### config.mk
export PLATFORM = sky130hd
export DESIGN_NAME = dcrb_bank
export DESIGN_NICKNAME = d
export VERILOG_FILES = /design/src/pkg/dcrb_pkg.sv /design/src/design/dcrb_bank.sv
export SDC_FILE = /design/constraint.sdc
export NUM_CORES = 1
export LEC_CHECK = 0
export BUFFER_PORTS_ARGS = -buffer_cell sky130_fd_sc_hd__buf_2
export CORE_MARGIN = 3
export CORE_UTILIZATION = 50
export CTS_BUF_LIST = sky130_fd_sc_hd__clkbuf_4 sky130_fd_sc_hd__clkbuf_8 sky130_fd_sc_hd__clkbuf_16
export DETAILED_ROUTE_END_ITERATION = 8
export PLACE_DENSITY_LB_ADDON = 0.1
export SETUP_SLACK_MARGIN = 0.4
export SKIP_LAST_GASP = 1
export SYNTH_ARGS = -nofsm -noshare
export SYNTH_HDL_FRONTEND = slang
export SYNTH_SLANG_ARGS = --single-unit
### constraint.sdc
create_clock -name ref_clk -period 2.5 [get_ports ref_clk]
set_clock_uncertainty 0.2 [all_clocks]
set_input_delay 0.125 -clock ref_clk [delete_from_list [all_inputs] [get_ports ref_clk]]
set_output_delay 0.125 -clock ref_clk [all_outputs]
set_load 0.03 [all_outputs]
### src/pkg/dcrb_pkg.sv
// Package for the digitizer control register bank: addresses, fields, resets, types
package dcrb_pkg;
   // Serial register numbers
   localparam logic [5:0] ADDR_FINE_OFFSET_EVEN = 6'h0F;
   localparam logic [5:0] ADDR_FINE_OFFSET_ODD  = 6'h10;
   localparam logic [5:0] ADDR_CHIP_CONTROL     = 6'h11;
   localparam logic [5:0] ADDR_TEST_OPTIONS     = 6'h12;
   localparam logic [5:0] ADDR_INPUT_POLARITY   = 6'h13;
   localparam logic [5:0] ADDR_CLOCKING_OPTIONS = 6'h14;
   localparam logic [5:0] ADDR_BLACK_DELAY      = 6'h15;
   localparam logic [5:0] ADDR_PIXEL_DELAY      = 6'h16;
   localparam logic [5:0] ADDR_CONV_DELAY       = 6'h17;
   localparam logic [5:0] ADDR_READBACK_SELECT  = 6'h3E;
   localparam logic [5:0] ADDR_SOFT_RESET       = 6'h3F;

   // Reset values
   localparam logic [9:0] RST_FINE_OFFSET  = 10'h000;
   localparam logic [9:0] RST_CHIP_CONTROL = 10'h042;
   localparam logic [9:0] RST_TEST_OPTIONS = 10'h020;
   localparam logic [9:0] RST_POLARITY     = 10'h040;
   localparam logic [9:0] RST_CLOCKING     = 10'h001;
   localparam logic [9:0] RST_DELAY        = 10'h000;
   localparam logic [9:0] RST_READBACK     = 10'h000;

   // Writable bit masks
   localparam logic [9:0] MASK_CHIP_CONTROL = 10'h3FF;
   localparam logic [9:0] MASK_TEST         = 10'h1FF;
   localparam logic [9:0] MASK_POLARITY     = 10'h0FF;
   localparam logic [9:0] MASK_CLOCKING     = 10'h03F;
   localparam logic [9:0] MASK_BLACK_DELAY  = 10'h03F;
   localparam logic [9:0] MASK_PIXEL_DELAY  = 10'h1FF;
   localparam logic [9:0] MASK_CONV_DELAY   = 10'h0FF;

   // Chip control fields
   localparam int CTL_CONV_PD    = 9;
   localparam int CTL_FE_PD      = 8;
   localparam int CTL_CHIP_PD    = 7;
   localparam int CTL_OUT_EN     = 6;
   localparam int CTL_MULTI_GAIN = 5;
   localparam int CTL_MG_SEL_HI  = 4;
   localparam int CTL_MG_SEL_LO  = 3;
   localparam int CTL_START_ODD  = 2;
   localparam int CTL_LOW_CLIP   = 1;
   localparam int CTL_WIDE_RANGE = 0;
   localparam logic [1:0] MG_SEL_START_PARITY = 2'h3;

   // Test fields
   localparam int TST_HALF_SCALE_OFF = 8;
   localparam int TST_CONV_DIRECT    = 3;
   localparam int TST_SAMPLER_BYPASS = 2;

   // Clocking fields
   localparam int CLK_CONV_SRC    = 5;
   localparam int CLK_BIAS_ON     = 4;
   localparam int CLK_SINGLE_LINE = 3;
   localparam int CLK_PHASE_TWO   = 2;
   localparam int CLK_RST_REJECT  = 1;
   localparam int CLK_BLACK_CLAMP = 0;

   // Readback fields
   localparam int RB_ON     = 9;
   localparam int RB_CAL_HI = 8;
   localparam int RB_CAL_LO = 6;
   localparam int RB_REG_HI = 5;
   localparam int SOFT_RESET_BIT = 0;

   // Polarity bit order
   localparam int POL_OUTPUT_BLANKING = 7;
   localparam int POL_END_OF_SCAN     = 6;
   localparam int POL_BLACK_STROBE    = 5;
   localparam int POL_PIXEL_STROBE    = 4;
   localparam int POL_CAL_WINDOW      = 3;
   localparam int POL_CLAMP           = 2;
   localparam int POL_FRAME_SYNC      = 1;
   localparam int POL_CONV_CLOCK      = 0;
   localparam int NUM_POL             = 8;

   typedef struct packed {
      logic [9:0] fine_offset_even;
      logic [9:0] fine_offset_odd;
      logic [9:0] chip_control;
      logic [9:0] test_options;
      logic [9:0] input_polarity;
      logic [9:0] clocking_options;
      logic [9:0] black_strobe_delay;
      logic [9:0] pixel_strobe_delay;
      logic [9:0] converter_clock_delay;
      logic [9:0] readback_select;
      logic       soft_reset;
   } dcrb_regs_t;

   // Serial write strobe with register number and data
   typedef struct packed {
      logic       valid;
      logic [5:0] addr;
      logic [9:0] data;
   } dcrb_wr_t;

   // Decoded analog/timing controls
   typedef struct packed {
      logic [9:0] fine_dac_value;
      logic       converter_power_down;
      logic       front_end_power_down;
      logic       whole_chip_power_down;
      logic       multi_gain_enable;
      logic [1:0] multi_gain_timing_select;
      logic       start_line_parity;
      logic       low_clip_enable;
      logic       wide_input_range;
      logic       half_scale_offset_disable;
      logic       converter_direct_input;
      logic       sampler_bypass;
      logic       converter_clock_source;
      logic       restore_bias_always_on;
      logic       single_line_signal_timing;
      logic       phase_two_source;
      logic       reset_pulse_rejection;
      logic [5:0] black_strobe_delay_field;
      logic [8:0] pixel_strobe_delay_field;
      logic [7:0] converter_clock_delay_field;
   } dcrb_ctl_t;
endpackage

### src/design/dcrb_bank.sv
// Digitizer control register bank with readback and output bus control
//
// Contract
// - Manual calibration drives fine DAC from even or odd fine-offset field.
// - Single gain uses even value; multi gain uses even/odd per line parity.
// - Bits 9,8,7 power down converter, front end, whole chip when set.
// - Output enable 0 floats all twelve bus lines; 1 drives; resets to 1.
// - Control bit 5 selects single gain at 0, multiple gain at 1.
// - Timing select 11 uses start-line bit: 0 even first, 1 odd first.
// - Control bit 1 enables minimum output clip; enabled after reset.
// - Control bit 0 selects 0.8V range at 0, 1.0V at 1.
// - Test bit 8 removes half-scale offset at the gain amplifier.
// - Test bit 3 routes inputs to converter; bit 2 bypasses the sampler.
// - Eight polarity bits: 0 active low, 1 active high; end-of-scan high.
// - Clock bit 5 selects external pin at 0, internal converter clock at 1.
// - Clock bit 4: bias only during clamp at 0, always powered at 1.
// - Clock bit 3 at 1 runs with calibration window alone, no clamp.
// - Clock bit 2 derives phase two from pixel strobe, or both strobes.
// - Clock bit 1: phase three always on at 0, rejects reset at 1.
// - Clock bit 0 resets 1; set lets blanking force the black code.
// - Delay fields are 6, 9 and 8 bits; zeros minimum, ones maximum.
// - Readback bit 9 turns register readback off at 0, on at 1.
// - Readback bits 8:6 pick calibration registers; bits 5:0 a serial one.
// - Writing 1 to reset bit restores all defaults, then self-clears.
// - Readback puts selected 10-bit register on the upper ten bus lines.
// - Calibration select 000 uses bits 5:0; otherwise they are ignored.
// - Black-level target code is the 8-bit offset register value.
`timescale 1ns/1ps
`default_nettype none
module dcrb_bank (
   input  wire logic               ref_clk,            // 20 MHz clock
   input  wire logic               nrst,               // Sync reset, active low
   input  wire logic               clk_en,             // Freezes state when low
   input  wire dcrb_pkg::dcrb_wr_t wr,                 // Decoded serial write
   input  wire logic               manual_cal,         // Manual calibration mode
   input  wire logic               odd_line,           // Current line is odd
   input  wire logic [9:0]         auto_fine_value,    // Fine DAC from auto loop
   input  wire logic [7:0]         black_target_code,  // Offset register value
   input  wire logic [9:0]         low_reg_data,       // Lower serial reg readback
   input  wire logic [9:0]         cal_reg_data,       // Calibration reg readback
   input  wire logic [11:0]        conv_data,          // Converter output word
   input  wire logic [7:0]         raw_clk_inputs,     // Clock pins, polarity order
   output var dcrb_pkg::dcrb_ctl_t ctl,                // Decoded controls
   output logic [7:0]              clk_inputs_active,  // Active-high clock levels
   output logic                    clamp_active,       // Clamp window for bias
   output logic                    restore_bias_on,    // Restore bias powered
   output logic [5:0]              low_reg_select,     // Lower reg readback addr
   output logic [2:0]              cal_reg_select,     // Calibration readback sel
   output logic                    reset_low_regs,     // Soft reset to lower regs
   output logic [11:0]             digital_output_bus, // Output data
   output logic [11:0]             digital_output_bus_oe // Output enables
);
   import dcrb_pkg::*;

   typedef struct packed {
      dcrb_regs_t regs;
      logic [11:0] dout;
      logic        line_parity;
   } dcrb_state_t;

   dcrb_state_t s_q;
   dcrb_state_t s_d;
   logic [9:0]  sel_data;
   logic        rb_serial;
   logic        blank_active;

   localparam dcrb_regs_t REGS_RESET = '{
      fine_offset_even:      RST_FINE_OFFSET,
      fine_offset_odd:       RST_FINE_OFFSET,
      chip_control:          RST_CHIP_CONTROL,
      test_options:          RST_TEST_OPTIONS,
      input_polarity:        RST_POLARITY,
      clocking_options:      RST_CLOCKING,
      black_strobe_delay:    RST_DELAY,
      pixel_strobe_delay:    RST_DELAY,
      converter_clock_delay: RST_DELAY,
      readback_select:       RST_READBACK,
      soft_reset:            1'b0
   };

   // Polarity normalisation per clock input
   genvar gi;
   generate
      for (gi = 0; gi < NUM_POL; gi++) begin : g_pol
         assign clk_inputs_active[gi] = s_q.regs.input_polarity[gi] ? raw_clk_inputs[gi]
                                                                    : ~raw_clk_inputs[gi];
      end
   endgenerate

   assign blank_active = clk_inputs_active[POL_OUTPUT_BLANKING];
   assign clamp_active = s_q.regs.clocking_options[CLK_SINGLE_LINE]
                       ? clk_inputs_active[POL_CAL_WINDOW]
                       : clk_inputs_active[POL_CLAMP];
   assign restore_bias_on = s_q.regs.clocking_options[CLK_BIAS_ON] | clamp_active;

   assign rb_serial      = (s_q.regs.readback_select[RB_CAL_HI:RB_CAL_LO] == 3'h0);
   assign cal_reg_select = s_q.regs.readback_select[RB_CAL_HI:RB_CAL_LO];
   assign low_reg_select = s_q.regs.readback_select[RB_REG_HI:0];
   assign reset_low_regs = s_q.regs.soft_reset;

   // Readback selection among calibration, lower and upper registers
   always_comb begin
      sel_data = 10'h000;
      if (!rb_serial) begin
         sel_data = cal_reg_data;
      end else begin
         case (low_reg_select)
            ADDR_FINE_OFFSET_EVEN: sel_data = s_q.regs.fine_offset_even;
            ADDR_FINE_OFFSET_ODD:  sel_data = s_q.regs.fine_offset_odd;
            ADDR_CHIP_CONTROL:     sel_data = s_q.regs.chip_control;
            ADDR_TEST_OPTIONS:     sel_data = s_q.regs.test_options;
            ADDR_INPUT_POLARITY:   sel_data = s_q.regs.input_polarity;
            ADDR_CLOCKING_OPTIONS: sel_data = s_q.regs.clocking_options;
            ADDR_BLACK_DELAY:      sel_data = s_q.regs.black_strobe_delay;
            ADDR_PIXEL_DELAY:      sel_data = s_q.regs.pixel_strobe_delay;
            ADDR_CONV_DELAY:       sel_data = s_q.regs.converter_clock_delay;
            ADDR_READBACK_SELECT:  sel_data = s_q.regs.readback_select;
            ADDR_SOFT_RESET:       sel_data = {9'h000, s_q.regs.soft_reset};
            default: begin
               sel_data = (low_reg_select < ADDR_FINE_OFFSET_EVEN) ? low_reg_data : 10'h000;
            end
         endcase
      end
   end

   always_comb begin
      s_d = s_q;
      if (s_q.regs.soft_reset) begin
         s_d.regs = REGS_RESET;
      end else if (wr.valid) begin
         case (wr.addr)
            ADDR_FINE_OFFSET_EVEN: s_d.regs.fine_offset_even = wr.data;
            ADDR_FINE_OFFSET_ODD:  s_d.regs.fine_offset_odd = wr.data;
            ADDR_CHIP_CONTROL:     s_d.regs.chip_control = wr.data & MASK_CHIP_CONTROL;
            // Reserved bits other than bit 9 are stored as written; host keeps them intact
            ADDR_TEST_OPTIONS:     s_d.regs.test_options = wr.data & MASK_TEST;
            ADDR_INPUT_POLARITY:   s_d.regs.input_polarity = wr.data & MASK_POLARITY;
            ADDR_CLOCKING_OPTIONS: s_d.regs.clocking_options = wr.data & MASK_CLOCKING;
            ADDR_BLACK_DELAY:      s_d.regs.black_strobe_delay = wr.data & MASK_BLACK_DELAY;
            ADDR_PIXEL_DELAY:      s_d.regs.pixel_strobe_delay = wr.data & MASK_PIXEL_DELAY;
            ADDR_CONV_DELAY:       s_d.regs.converter_clock_delay = wr.data & MASK_CONV_DELAY;
            ADDR_READBACK_SELECT:  s_d.regs.readback_select = wr.data;
            ADDR_SOFT_RESET:       s_d.regs.soft_reset = wr.data[SOFT_RESET_BIT];
            default: ;
         endcase
      end
      // Line parity: copies odd_line when it differs; at frame sync loads start bit when timing select is 11, else clears
      if (clk_inputs_active[POL_FRAME_SYNC]) begin
         s_d.line_parity = (s_q.regs.chip_control[CTL_MG_SEL_HI:CTL_MG_SEL_LO]
                            == MG_SEL_START_PARITY) ? s_q.regs.chip_control[CTL_START_ODD]
                                                    : 1'b0;
      end else if (odd_line != s_q.line_parity && !clk_inputs_active[POL_FRAME_SYNC]) begin
         s_d.line_parity = odd_line;
      end
      // Output word: readback, black clamp, or converter data
      if (s_q.regs.readback_select[RB_ON]) begin
         s_d.dout = {sel_data, 2'b00};
      end else if (s_q.regs.clocking_options[CLK_BLACK_CLAMP] && blank_active) begin
         s_d.dout = {4'h0, black_target_code};
      end else begin
         s_d.dout = conv_data;
      end
   end

   always_ff @(posedge ref_clk) begin
      if (!nrst) begin
         s_q.regs        <= REGS_RESET;
         s_q.dout        <= 12'h000;
         s_q.line_parity <= 1'b0;
      end else if (clk_en) begin
         s_q <= s_d;
      end
   end

   // Fine DAC choice and control decode
   always_comb begin
      ctl = '0;
      if (manual_cal) begin
         ctl.fine_dac_value = (s_q.regs.chip_control[CTL_MULTI_GAIN] && odd_line)
                            ? s_q.regs.fine_offset_odd
                            : s_q.regs.fine_offset_even;
      end else begin
         ctl.fine_dac_value = auto_fine_value;
      end
      ctl.converter_power_down      = s_q.regs.chip_control[CTL_CONV_PD];
      ctl.front_end_power_down      = s_q.regs.chip_control[CTL_FE_PD];
      ctl.whole_chip_power_down     = s_q.regs.chip_control[CTL_CHIP_PD];
      ctl.multi_gain_enable         = s_q.regs.chip_control[CTL_MULTI_GAIN];
      ctl.multi_gain_timing_select  = s_q.regs.chip_control[CTL_MG_SEL_HI:CTL_MG_SEL_LO];
      ctl.start_line_parity         = s_q.regs.chip_control[CTL_START_ODD];
      ctl.low_clip_enable           = s_q.regs.chip_control[CTL_LOW_CLIP];
      ctl.wide_input_range          = s_q.regs.chip_control[CTL_WIDE_RANGE];
      ctl.half_scale_offset_disable = s_q.regs.test_options[TST_HALF_SCALE_OFF];
      ctl.converter_direct_input    = s_q.regs.test_options[TST_CONV_DIRECT];
      ctl.sampler_bypass            = s_q.regs.test_options[TST_SAMPLER_BYPASS];
      ctl.converter_clock_source    = s_q.regs.clocking_options[CLK_CONV_SRC];
      ctl.restore_bias_always_on    = s_q.regs.clocking_options[CLK_BIAS_ON];
      ctl.single_line_signal_timing = s_q.regs.clocking_options[CLK_SINGLE_LINE];
      ctl.phase_two_source          = s_q.regs.clocking_options[CLK_PHASE_TWO];
      ctl.reset_pulse_rejection     = s_q.regs.clocking_options[CLK_RST_REJECT];
      ctl.black_strobe_delay_field    = s_q.regs.black_strobe_delay[5:0];
      ctl.pixel_strobe_delay_field    = s_q.regs.pixel_strobe_delay[8:0];
      ctl.converter_clock_delay_field = s_q.regs.converter_clock_delay[7:0];
   end

   // Bus drive follows the enable bit alone
   assign digital_output_bus    = s_q.dout;
   assign digital_output_bus_oe = {12{s_q.regs.chip_control[CTL_OUT_EN]}};
endmodule
`default_nettype wire

## Word level (Yosys, flattened, before mapping)

Index checks and enable logic that the tools add are counted.

| word-level totals | value |
|---|---|
| register bits after elaboration | 113 |

| cells by class | value |
|---|---|
| order comparisons | 1 |
| eq/ne operators | 22 |
| muxes and demuxes | 29 |
| bitwise gates (word level) | 9 |
| reductions and logical operators | 24 |

Operator list:

| cell | count |
|---|---|
| 2-to-1 mux 101 bit | 2 |
| 2-to-1 mux 10 bit | 14 |
| one-hot mux 10 bit (11 select lines) | 1 |
| == test 6 x 5 -> 1 bit, second input constant | 16 |
| AND reduction 3 bit | 10 |
| == test 6 bit, second input constant | 4 |
| 2-to-1 mux 12 bit | 2 |
| nonzero test 2 bit | 11 |
| == test 6 x 4 -> 1 bit, second input constant | 2 |
| 2-to-1 mux 1 bit | 10 |
| inverter 1 bit | 8 |
| < comparator 6 x 4 -> 1 bit, second input constant | 1 |
| zero test 3 bit | 1 |
| logical AND 1 bit | 2 |
| bitwise OR 1 bit | 1 |

## Depth between registers and ports, before layout

Gate-level depths: netlist of the first run.

| depth | value |
|---|---|
| depth after elaboration | 5 |
| mapped depth | 7 |

## Worst setup path after synthesis of the first run

OpenSTA, ideal clock, no wires.

| path | value |
|---|---|
| kind | register to register |
| start point | register s_q, in the netlist reset_low_regs |
| end point | register s_q[98] (netlist name) |
| data arrival time | 1756 ps |
| required time | 2229 ps |
| path slack | 473 ps |
| stages on the path, launching flop included | 8 |
| path buffers | 3 |
| path through | dfxtp_1 > buf_2 > o21ai_1 > buf_2 > buf_2 > nor2_1 > nand2_1 > a21oi_1 |

| between the ends | value |
|---|---|
| cells in the longest elaborated chain, start to end | 2 |

RTL lines:

| what | line | RTL |
|---|---|---|
| start, declared | dcrb_bank.sv:61 | `dcrb_state_t s_q;` |
| nonzero test 2 bit (no line) | - |  |
| AND reduction 3 bit (no line) | - |  |

Parallel ways exist; a longest one is shown, timed or not.
A chain may end at the register's enable or synchronous reset.

## Worst setup path in the final report of the first run

| path | value |
|---|---|
| start point | register s_q[71] (netlist name) |
| end point | register s_q, in the netlist digital_output_bus[10] |

| between the ends | value |
|---|---|
| cells in the longest elaborated chain, start to end | 4 |

RTL lines:

| what | line | RTL |
|---|---|---|
| 2-to-1 mux 1 bit | dcrb_bank.sv:85 | `assign clk_inputs_active[gi] = s_q.regs.input_polarity[gi] ? raw_clk_inputs[gi]` |
| logical AND 1 bit | dcrb_bank.sv:158 | `end else if (s_q.regs.clocking_options[CLK_BLACK_CLAMP] && blank_active) begin` |
| 2-to-1 mux 12 bit | dcrb_bank.sv:158 |  |
| 2-to-1 mux 12 bit | dcrb_bank.sv:156 | `if (s_q.regs.readback_select[RB_ON]) begin` |

No other way between the ends.

==> metrics.cfg, run 1 <==
[setup_path]
slowest_delay_ns=0.56
path_class=reg -> reg
rrSetupSlack_ns=0.39
arrival_ns=2.20
regToRegEndpoint=digital_output_bus[10]
rr_worst_depth=6
rr_startpoint=s_q[71]
slowest_stage=dlygate4sd3_1
worstPathCellList=xnor2_1 -> a21oi_1 -> nand2_1 -> nand3_1 -> dlygate4sd3_1 -> o2111a_1
required_ns=2.59
start_kind=flop
crit_path_max_fanout=5
end_kind=flop

[floorplanning]
coreArea_um2=10940
die_x_um=112.3
num_rows=38
die_h_um=112.3
die_area_um2=12600
num_io_pins=174
initial_utilization=0.5164

[sta]
fin_tns_setup_ns=0
max_slew_margin=0.5454
worst_slew_pin_slew_ns=0.6794
drv_slew=0
setup_viol=0
max_clock_freq_ghz=0.4745
rsz0062_at_grt=yes
period_share=0.8431
timing.hold.ws_ns=-0.08340
hold_viol=7
fin_crit_ns=2.108

[clock_tree]
cts_hold_buf=18
htree_levels=3
clock_sinks=99
cts_tree=built
cts_buffer_depth=2
cts_buffers=9
cts_setup_buffers=0
root_buffer=clkbuf_16
path_clk_slew_ns=0.06
clkLatencyLatePin_ns=0.34

[global_route]
track_usage=0.3007
grt_max_degree=38
grt_pass1_vias=5563
antenna_found_initial=0
grt_pass1_wl_mm=30.23
grt_overflow=0

[cells_and_area]
final_util=0.6228
area_growth_pct=20.61
antennaDiodeCount=0
nNetsFinal=917
drive_gt1_frac=0.3151
fillCellCount=1012

[detailed_routing]
top_layer=met4
drt-initial-drc-count=574
drc_errors=0
antenna_left=0
vias=5828
wl_per_cell_um=19.59
met1_length_mm=8.097
drt-pass1-iter-count=6
wl_met3_mm=1.901
finalWirelength_mm=19.22
wl_met2_mm=8.852
avgViaCountPerCell=5.941

[outcome]
status=complete, but fails checks
failed_checks=negative hold slack

[synthesis]
syn_nets=798
ys_ff_latch=99
yosysUniqueCellTypes=60
synth_area_per_cell_um2=7.864
synth_warnings=0
postSynthCellCount=718
synth_top_area_frac=0.3510
synth_edf_count=0
ys.flop_type=dfxtp_1
async_flop_share=0
synth_top_cell_by_area=dfxtp_1
syn_area_um2=5647
seq_area_frac_synth=0.3510
synth.area.top_cells=dfxtp_1, buf_4, a21oi_1, o21ai_0, nand2_1

[hold_path]
hold_path_depth=2
hold_class=in -> reg
holdPathEnd=digital_output_bus_oe[0]
hold_start=nrst

[power]
power_leakage_nw=2.782
p_per_area_nw_per_um2=522.2
peakVddDrop_uv=270.7

[placement]
dp_hpwl_mm=14.34
gp_congestion=0.9814
io_buffers=173

[job]
max_cap_viol_count=0

-- per-stage QoR --
step           cell area [um^2]  power [W]  setup slack [ns]  cells
6_report                   6810   0.003557            0.3923    981
5_1_grt                    6810   0.003656            0.3084    981
4_1_cts                    6763   0.003558            0.3889    981
3_5_place_dp               6251   0.002038            0.2005    948
3_3_place_gp               6251   0.002034            0.3485    948
2_1_floorplan              5647   0.001877            0.4734    718
-- layer usage --
layer  vias up  track usage
li1       2706            -
met1      2734       0.4092
met2       357       0.4871
met3        31      0.05553
met4         0      0.09295
met5         -            0
-- cells in the mapped netlist (all sizes together), types with 2 or more instances --
cell type	number
nand2	99
mux2	10
a21oi	105
nand4	6
o21ai	103
a2111oi	2
nand2b	2
o21a	3
clkbuf	33
nor2	33
or2	2
and2	11
nor4b	2
o221ai	6
dfxtp	99
o311ai	2
nor2b	3
nand3b	2
a211oi	2
buf	90
nor3	4
a22o	3
a2bb2oi	2
xnor2	7
o2bb2ai	2
mux4	5
a31oi	3
inv	3
and4bb	2
nand3	10
a22oi	7
mux2i	34
o22ai	4
-- report_power, final --
group	internal (W)	total (W)	leakage (nW)	switching (W)
combinational	0.000170	0.000435	1.82	0.000265
sequential	0.00159	0.00160	0.801	0.00000896
clock	0.000933	0.00152	0.160	0.000590
total	0.00269	0.00356	2.78	0.000863
-- layout make-up --
cell class                 instances  area, um^2  area share
clock buffer                      13       261.5     0.03840
clock inverter                     2       60.06    0.008819
inverter                           4       15.01    0.002205
multi-input combinational        492        2935      0.4310
sequential                        99        1988      0.2919
tap                              140       175.2     0.02572
timing repair buffer             231        1375      0.2019
-- kinds of logic (layout without fill, tap and decap cells) --
logic type,Yosys count,count (layout),share of synthesized area
AOI/OAI and AO/OA,253,253,0.2497
DFF,99,99,0.3510
xor gates and xnor gates,8,8,0.01241
buffers and inverters,127,250,0.1396
and+or+nand+nor,182,182,0.1471
muxes,49,49,0.1002
-- how the worst max path moves through the flow --
stage	cells past startpoint	to	slack, ns	from
after global routing	6	digital_output_bus[10]	0.31	s_q[71]
after detailed placement	5	digital_output_bus[5]	0.20	low_reg_select[2]
after CTS	5	digital_output_bus[10]	0.39	low_reg_select[4]
after floorplan	7	s_q[98]	0.47	reset_low_regs
after global placement	7	digital_output_bus[4]	0.35	low_reg_select[2]
final	6	digital_output_bus[10]	0.39	s_q[71]
-- what timing repair did --
action / 4_1_cts / 5_1_grt
resized for setup: 5 / 11
setup endpoints to repair: 3 / 36
endpoints found under the hold margin: 16 / 6
-- flip-flops by register name (all words and copies together), names as in the netlist --
| signal | cells |
|---|---|
| cal_reg_select | 3 |
| digital_output_bus | 12 |
| s_q | 36 |
| ctl | 40 |
| low_reg_select | 6 |
| digital_output_bus_oe | 1 |
| reset_low_regs | 1 |
-- critical path: cells and delay by family (launching register included) --
kind	cells	cell delay, ns
buffers and inverters	1	0.56
AOI/OAI and AO/OA	2	0.50
DFF	1	0.45
and+or+nand+nor	2	0.18
xor gates and xnor gates	1	0.15
-- layout by cell type (no fill, tap or decap), types with 9 or more instances in the layout --
cell           Yosys  layout
buf_2             11     173
dfxtp_1           99      96
clkbuf_16          0       9
nor2_1            32      31
o21ai_0           99      99
dlygate4sd3_1      0      18
buf_4             76      37
nand2_1           99      98
nand3_1           10      10
and2_1            11      11
mux2_2            10      10
mux2i_1           34      34
a21oi_1          105     105
Power figures use the tool's default switching activity.
==> run 2: changes to the inputs <==
- ABC_AREA: default -> 1
- clock period: 2.5 -> 2 ns (I/O delays scaled with it)
==> metrics.cfg, run 2 <==
[outcome]
status=complete, but fails checks  ; unchanged
failed_checks=negative hold slack  ; unchanged

[placement]
place_ws_ns=0.03582  ; was 0.2005 ns
io_buffers=173  ; unchanged
dp_hpwl_mm=15.51  ; was 14.34 mm
gp_congestion=1.019  ; was 0.9814
dp_cells=1087  ; was 948

[clock_tree]
path_clk_slew_ns=0.07  ; was 0.06 ns
cts_buffer_depth=2  ; unchanged
cts_tree=built  ; unchanged
clkLatencyLatePin_ns=0.36  ; was 0.34 ns
clock_sinks=99  ; unchanged
cts_buffers=9  ; unchanged
root_buffer=clkbuf_16  ; unchanged
htree_levels=3  ; unchanged

[power]
p_int_w=0.003695  ; was 0.002693 W
sw_frac_of_total=0.3216  ; was 0.2427
power_leakage_nw=4.150  ; was 2.782 nW
power_frac_clock=0.362  ; was 0.428
p_per_area_nw_per_um2=601.7  ; was 522.2 nW/um^2
pwr-share-comb=0.247  ; was 0.122
p_seq_frac=0.391  ; was 0.450
power_switching_w=0.001752  ; was 0.0008633 W
peakVddDrop_uv=781.7  ; was 270.7 uV

[setup_path]
required_ns=2.01  ; was 2.59 ns
slowest_stage=dfxtp_4  ; was dlygate4sd3_1
start_kind=flop  ; unchanged
arrival_ns=1.77  ; was 2.20 ns
worstPathCellList=inv_4 -> nand2_8 -> nor2_8 -> buf_12 -> nand3_1 -> nand3_2 -> nor2_2 -> nand3_2 -> nand2_2 -> a21oi_1  ; was xnor2_1 -> a21oi_1 -> nand2_1 -> nand3_1 -> dlygate4sd3_1 -> o2111a_1
crit_path_max_fanout=5  ; unchanged
path_class=reg -> reg  ; unchanged
crit_top_cell=nand3_2
end_kind=flop  ; unchanged
slowest_delay_ns=0.41  ; was 0.56 ns

[cells_and_area]
final_common_cell=buf_2  ; unchanged
layout_common_cells=buf_2, nand2_1, dfxtp_1  ; was buf_2, a21oi_1, o21ai_0
drive_gt1_frac=0.4755  ; was 0.3151
area_growth_pct=57.18  ; was 20.61%
fillCellCount=722  ; was 1012
final_cells=1221  ; was 981
nNetsFinal=1156  ; was 917
antennaDiodeCount=0  ; unchanged
largest_reg_flops=40  ; unchanged

[synthesis]
async_flop_share=0  ; unchanged
ys_top_cells_by_count=nand2_1, dfxtp_1, nor2_1, o21ai_0, nand3_1  ; was a21oi_1, dfxtp_1, nand2_1, o21ai_0, buf_4
synth_top_cell_by_area=dfxtp_1  ; unchanged
yosysUniqueCellTypes=30  ; was 60
synth_warnings=0  ; unchanged
ys.flop_type=dfxtp_1  ; unchanged
synth_edf_count=0  ; unchanged
synth.area.top_cells=dfxtp_1, buf_4, nand2_1, o21ai_0, nand3_1  ; was dfxtp_1, buf_4, a21oi_1, o21ai_0, nand2_1
syn_nets=936  ; was 798
seq_area_frac_synth=0.3441  ; was 0.3510
syn_area_um2=5759  ; was 5647 um^2
yosysMostFrequentCell=nand2_1  ; was a21oi_1
synth_area_per_cell_um2=6.728  ; was 7.864 um^2
postSynthCellCount=856  ; was 718
synth_top_area_frac=0.3441  ; was 0.3510
ys_ff_latch=99  ; unchanged

[sta]
setup_viol=0  ; unchanged
hold_viol=2  ; was 7
worst_slew_pin_slew_ns=0.9496  ; was 0.6794 ns
timing.hold.ws_ns=-0.01681  ; was -0.08340 ns
drv_slew=0  ; unchanged
rsz0062_at_grt=yes  ; unchanged
fin_tns_setup_ns=0  ; unchanged
period_share=0.8806  ; was 0.8431
max_clock_freq_ghz=0.5678  ; was 0.4745 GHz
fin_crit_ns=1.761  ; was 2.108 ns
worst_slack_ns=0.2388  ; was 0.3923 ns
max_slew_margin=0.3670  ; was 0.5454

[detailed_routing]
drt-pass1-iter-count=6  ; unchanged
finalWirelength_mm=25.61  ; was 19.22 mm
vias=7120  ; was 5828
avgViaCountPerCell=5.831  ; was 5.941
antenna_left=0  ; unchanged
drc_errors=0  ; unchanged
wl_per_cell_um=20.98  ; was 19.59 um
drt-initial-drc-count=816  ; was 574

[floorplanning]
die_x_um=113.3  ; was 112.3 um
die_h_um=113.3  ; was 112.3 um
coreArea_um2=11030  ; was 10940 um^2
num_rows=38  ; unchanged
die_area_um2=12840  ; was 12600 um^2
initial_utilization=0.5221  ; was 0.5164
num_io_pins=174  ; unchanged

[global_route]
grt_pass1_wl_mm=34.91  ; was 30.23 mm
grt_pass1_vias=6269  ; was 5563
grt_max_degree=79  ; was 38
antenna_found_initial=0  ; unchanged
track_usage=0.3534  ; was 0.3007
grt_overflow=0  ; unchanged

[hold_path]
hold_class=in -> reg  ; unchanged

[job]
max_cap_viol_count=0  ; unchanged

==> run 2: power by group through the flow <==
stage	clock (W)	combinational (W)	sequential, W
final	0.00197	0.00135	0.00213
after global routing	0.00206	0.00142	0.00213
after CTS	0.00197	0.00107	0.00212
after detailed placement	0	0.000902	0.00217
after global placement	0	0.000893	0.00216
after floorplan	0	0.000660	0.00214
==> run 2: what timing repair did <==
item / 4_1_cts / 5_1_grt
hold buffers: 34 / 2
gates cloned: 10 / 12
endpoints found under the setup margin: 105 / 105
endpoints found under the hold margin: 24 / 4
pin swaps: 54 / 62
setup buffers: 30 / 30
resized for setup: 137 / 267
==> run 2: area by class of cell <==
class | instances | area (um^2) | area share
repair buffers | 306 | 2342 | 0.2587
inverters | 69 | 352.8 | 0.03898
clock inverters | 7 | 105.1 | 0.01161
multi-input cells | 581 | 3757 | 0.4151
clock buffers | 9 | 225.2 | 0.02488
repair inverters | 10 | 76.32 | 0.008431
flip-flops and latches | 99 | 2018 | 0.2229
well taps | 140 | 175.2 | 0.01935
==> run 2: critical path, delay by kind of cell (launching register included) <==
family | cells | cell delay, ns
buf+inv | 2 | 0.19
simple gates | 7 | 0.74
compound gates | 1 | 0.06
flops | 1 | 0.41
==> run 2: per-layer routing <==
layer / track usage / share of wire
met1: 0.4749 / 0.38
met2: 0.5458 / 0.47
met3: 0.09358 / 0.10
met4: 0.1306 / 0.045
met5: 0 / 0.0031
==> run 2: kinds of logic after synthesis <==
kind of cell / synth area share
compound gates: 0.1857
xor+xnor: 0.01217
buf+inv: 0.1738
flops: 0.3441
simple gates: 0.2842
==> run 2: per-stage QoR <==
step	hold slack (ns)	total power [W]	area, um^2	util
2_1_floorplan	0.03468	0.002801	5841	-
3_3_place_gp	0.1642	0.003056	6362	0.5768
3_5_place_dp	0.1894	0.003067	6362	0.5768
4_1_cts	0.002833	0.005163	7840	0.7108
5_1_grt	-0.008684	0.005613	9052	0.8207
6_report	-0.01681	0.005447	9052	0.8207
==> run 2: final timing paths <==
check                         from  slack, ns  cells past startpoint               endpoint
min reg2reg  digital_output_bus[1]       0.26                      2  digital_output_bus[1]
min                          wr[4]      -0.02                      5      low_reg_select[4]
max              low_reg_select[5]       0.24                     10  digital_output_bus[4]
max reg2reg      low_reg_select[5]       0.24                     10  digital_output_bus[4]
==> run 3: changes to the inputs <==
- BUFFER_PORTS_ARGS: -buffer_cell sky130_fd_sc_hd__buf_2 -> default
- CELL_PAD_IN_SITES_DETAIL_PLACEMENT: default -> 0
- CELL_PAD_IN_SITES_GLOBAL_PLACEMENT: default -> 1
- CORE_UTILIZATION: 50 -> 44
- DONT_BUFFER_PORTS: default -> 1
==> metrics.cfg, run 3 (synthesis gave the netlist of run 2 again) <==
[power]
p_per_area_nw_per_um2=624.5  ; was 601.7 nW/um^2
power_leakage_nw=3.443  ; was 4.150 nW
peakVddDrop_uv=488.7  ; was 781.7 uV

[setup_path]
crit_path_max_fanout=7  ; was 5
rrSetupSlack_ns=0.26  ; was 0.24 ns
end_kind=flop  ; unchanged
arrival_ns=1.78  ; was 1.77 ns
slowest_delay_ns=0.46  ; was 0.41 ns
worstPathCellList=inv_4 -> a21oi_4 -> buf_12 -> nand2_8 -> inv_8 -> buf_6 -> clkbuf_16 -> a21oi_1  ; was inv_4 -> nand2_8 -> nor2_8 -> buf_12 -> nand3_1 -> nand3_2 -> nor2_2 -> nand3_2 -> nand2_2 -> a21oi_1
regToRegEndpoint=s_q[96]  ; was digital_output_bus[4]
slowest_stage=dfxtp_4  ; unchanged
cp-endpoint=s_q[96]  ; was digital_output_bus[4]
start_kind=flop  ; unchanged
cp-startpoint=reset_low_regs  ; was low_reg_select[5]
required_ns=2.05  ; was 2.01 ns
rr_startpoint=reset_low_regs  ; was low_reg_select[5]
path_class=reg -> reg  ; unchanged
rr_worst_depth=8  ; was 10

[global_route]
track_usage=0.3347  ; was 0.3534
grt_pass1_vias=6165  ; was 6269
antenna_found_initial=0  ; unchanged
grt_max_degree=80  ; was 79
grt_pass1_wl_mm=36.58  ; was 34.91 mm
grt_overflow=0  ; unchanged

[detailed_routing]
wl_per_cell_um=22.66  ; was 20.98 um
drc_errors=0  ; unchanged
avgViaCountPerCell=5.664  ; was 5.831
drt-initial-drc-count=543  ; was 816
finalWirelength_mm=25.08  ; was 25.61 mm
antenna_left=0  ; unchanged
drt-pass1-iter-count=5  ; was 6
vias=6270  ; was 7120

[outcome]
status=complete, but fails checks  ; unchanged
failed_checks=negative hold slack  ; unchanged

[floorplanning]
coreArea_um2=12720  ; was 11030 um^2
die_x_um=120.4  ; was 113.3 um
initial_utilization=0.4527  ; was 0.5221
die_area_um2=14500  ; was 12840 um^2
die_h_um=120.4  ; was 113.3 um
num_io_pins=174  ; unchanged
num_rows=41  ; was 38

[clock_tree]
cts_buffers=9  ; unchanged
cts_buffer_depth=2  ; unchanged
cts_tree=built  ; unchanged
path_clk_slew_ns=0.08  ; was 0.07 ns
clkLatencyLatePin_ns=0.36  ; about the same
clock_sinks=99  ; unchanged
htree_levels=3  ; unchanged
root_buffer=clkbuf_16  ; unchanged

[sta]
worst_slew_pin_slew_ns=0.5737  ; was 0.9496 ns
hold_viol=77  ; was 2
fin_crit_ns=1.736  ; was 1.761 ns
max_slew_margin=0.6135  ; was 0.3670
drv_slew=0  ; unchanged
max_clock_freq_ghz=0.5760  ; was 0.5678 GHz
timing.hold.ws_ns=-0.3773  ; was -0.01681 ns
rsz0062_at_grt=yes  ; unchanged
period_share=0.8680  ; was 0.8806
setup_viol=0  ; unchanged
fin_tns_setup_ns=0  ; unchanged

[cells_and_area]
area_growth_pct=44.71  ; was 57.18%
antennaDiodeCount=0  ; unchanged
drive_gt1_frac=0.3829  ; was 0.4755
largest_reg_flops=40  ; unchanged
layout_common_cells=nand2_1, dfxtp_1, nor2_1  ; was buf_2, nand2_1, dfxtp_1
fillCellCount=1124  ; was 722
final_util=0.6551  ; was 0.8207
final_common_cell=nand2_1  ; was buf_2
nNetsFinal=1010  ; was 1156

[hold_path]
hold_path_depth=1  ; was 5
hold_class=in -> reg  ; unchanged

[placement]
gp_congestion=0.9114  ; was 1.019
dp_hpwl_mm=16.21  ; was 15.51 mm
io_buffers=0  ; was 173

[job]
max_cap_viol_count=0  ; unchanged

==> run 3: cell types whose count changed in the layout (fill, tap and decap cells not counted), moves of 6 or more <==
| cell | change |
|---|---|
| a21oi_1 | -13 |
| dlygate4sd3_1 | +10 |
| nand3_1 | +10 |
| buf_2 | -162 |
| a21oi_2 | +13 |
| nor2_2 | -6 |
| o21ai_1 | -7 |
| nand3_2 | -9 |
| nor2_1 | +7 |
| buf_6 | -23 |
| buf_4 | +28 |
==> run 3: layout make-up <==
class | count | area, um^2 | share of cell area
multi-input cells | 584 | 3739 | 0.4486
flip-flops and latches | 99 | 2021 | 0.2425
repair buffers | 159 | 1627 | 0.1952
inverters | 69 | 341.6 | 0.04098
clock buffers | 9 | 225.2 | 0.02702
well taps | 172 | 215.2 | 0.02582
clock inverters | 7 | 96.34 | 0.01156
repair inverters | 8 | 70.07 | 0.008407
==> run 3: worst min-delay path by stage <==
stage / slack [ns] / end / from
2_1_floorplan: 0.03 / s_q[79] / wr[5]
6_report: -0.38 / digital_output_bus_oe[0] / nrst
5_1_grt: -0.39 / digital_output_bus_oe[0] / nrst
4_1_cts: -0.37 / s_q[54] / nrst
3_3_place_gp: 0.003 / s_q[54] / nrst
3_5_place_dp: 0.007 / s_q[79] / nrst
==> run 3: timing repair <==
action	CTS	global route
buffers inserted	17	10
hold buffers	45	1
setup endpoints to repair	100	109
cloned	19	2
pin swaps	42	54
resized for setup	181	162
endpoints found under the hold margin	96	78
==> run 3: stage by stage <==
step                      setup slack [ns]  hold slack, ns  instance area (um^2)  std cells  power (W)
after global routing                0.2070         -0.3877                  8334       1107   0.005360
after global placement             0.03052        0.002786                  5948        997   0.002965
after CTS                           0.3098         -0.3671                  7677       1094   0.005067
final                               0.2640         -0.3773                  8334       1107   0.005205
after floorplan                     0.3915         0.03468                  5841        856   0.002801
after detailed placement           0.02087        0.006805                  5948        997   0.002971
==> run 3: power by group <==
| part | internal (W) | switching, W |
|---|---|---|
| Combinational | 0.000434 | 0.000652 |
| Sequential | 0.00204 | 0.000151 |
| Clock | 0.00101 | 0.000919 |
==> run 3: critical path, delay by kind of cell (launching register included) <==
| kind | cells | cell delay [ns] |
|---|---|---|
| buffers and inverters | 5 | 0.62 |
| DFF | 1 | 0.46 |
| AOI/OAI and AO/OA | 2 | 0.25 |
| and+or+nand+nor | 1 | 0.08 |
==> run 3: layer usage <==
metal	part of all wire	up-vias	track usage
met5	0	-	0
met4	0.044	0	0.1466
met3	0.063	62	0.06080
met2	0.50	276	0.5732
met1	0.40	3009	0.4104
li1	-	2923	-
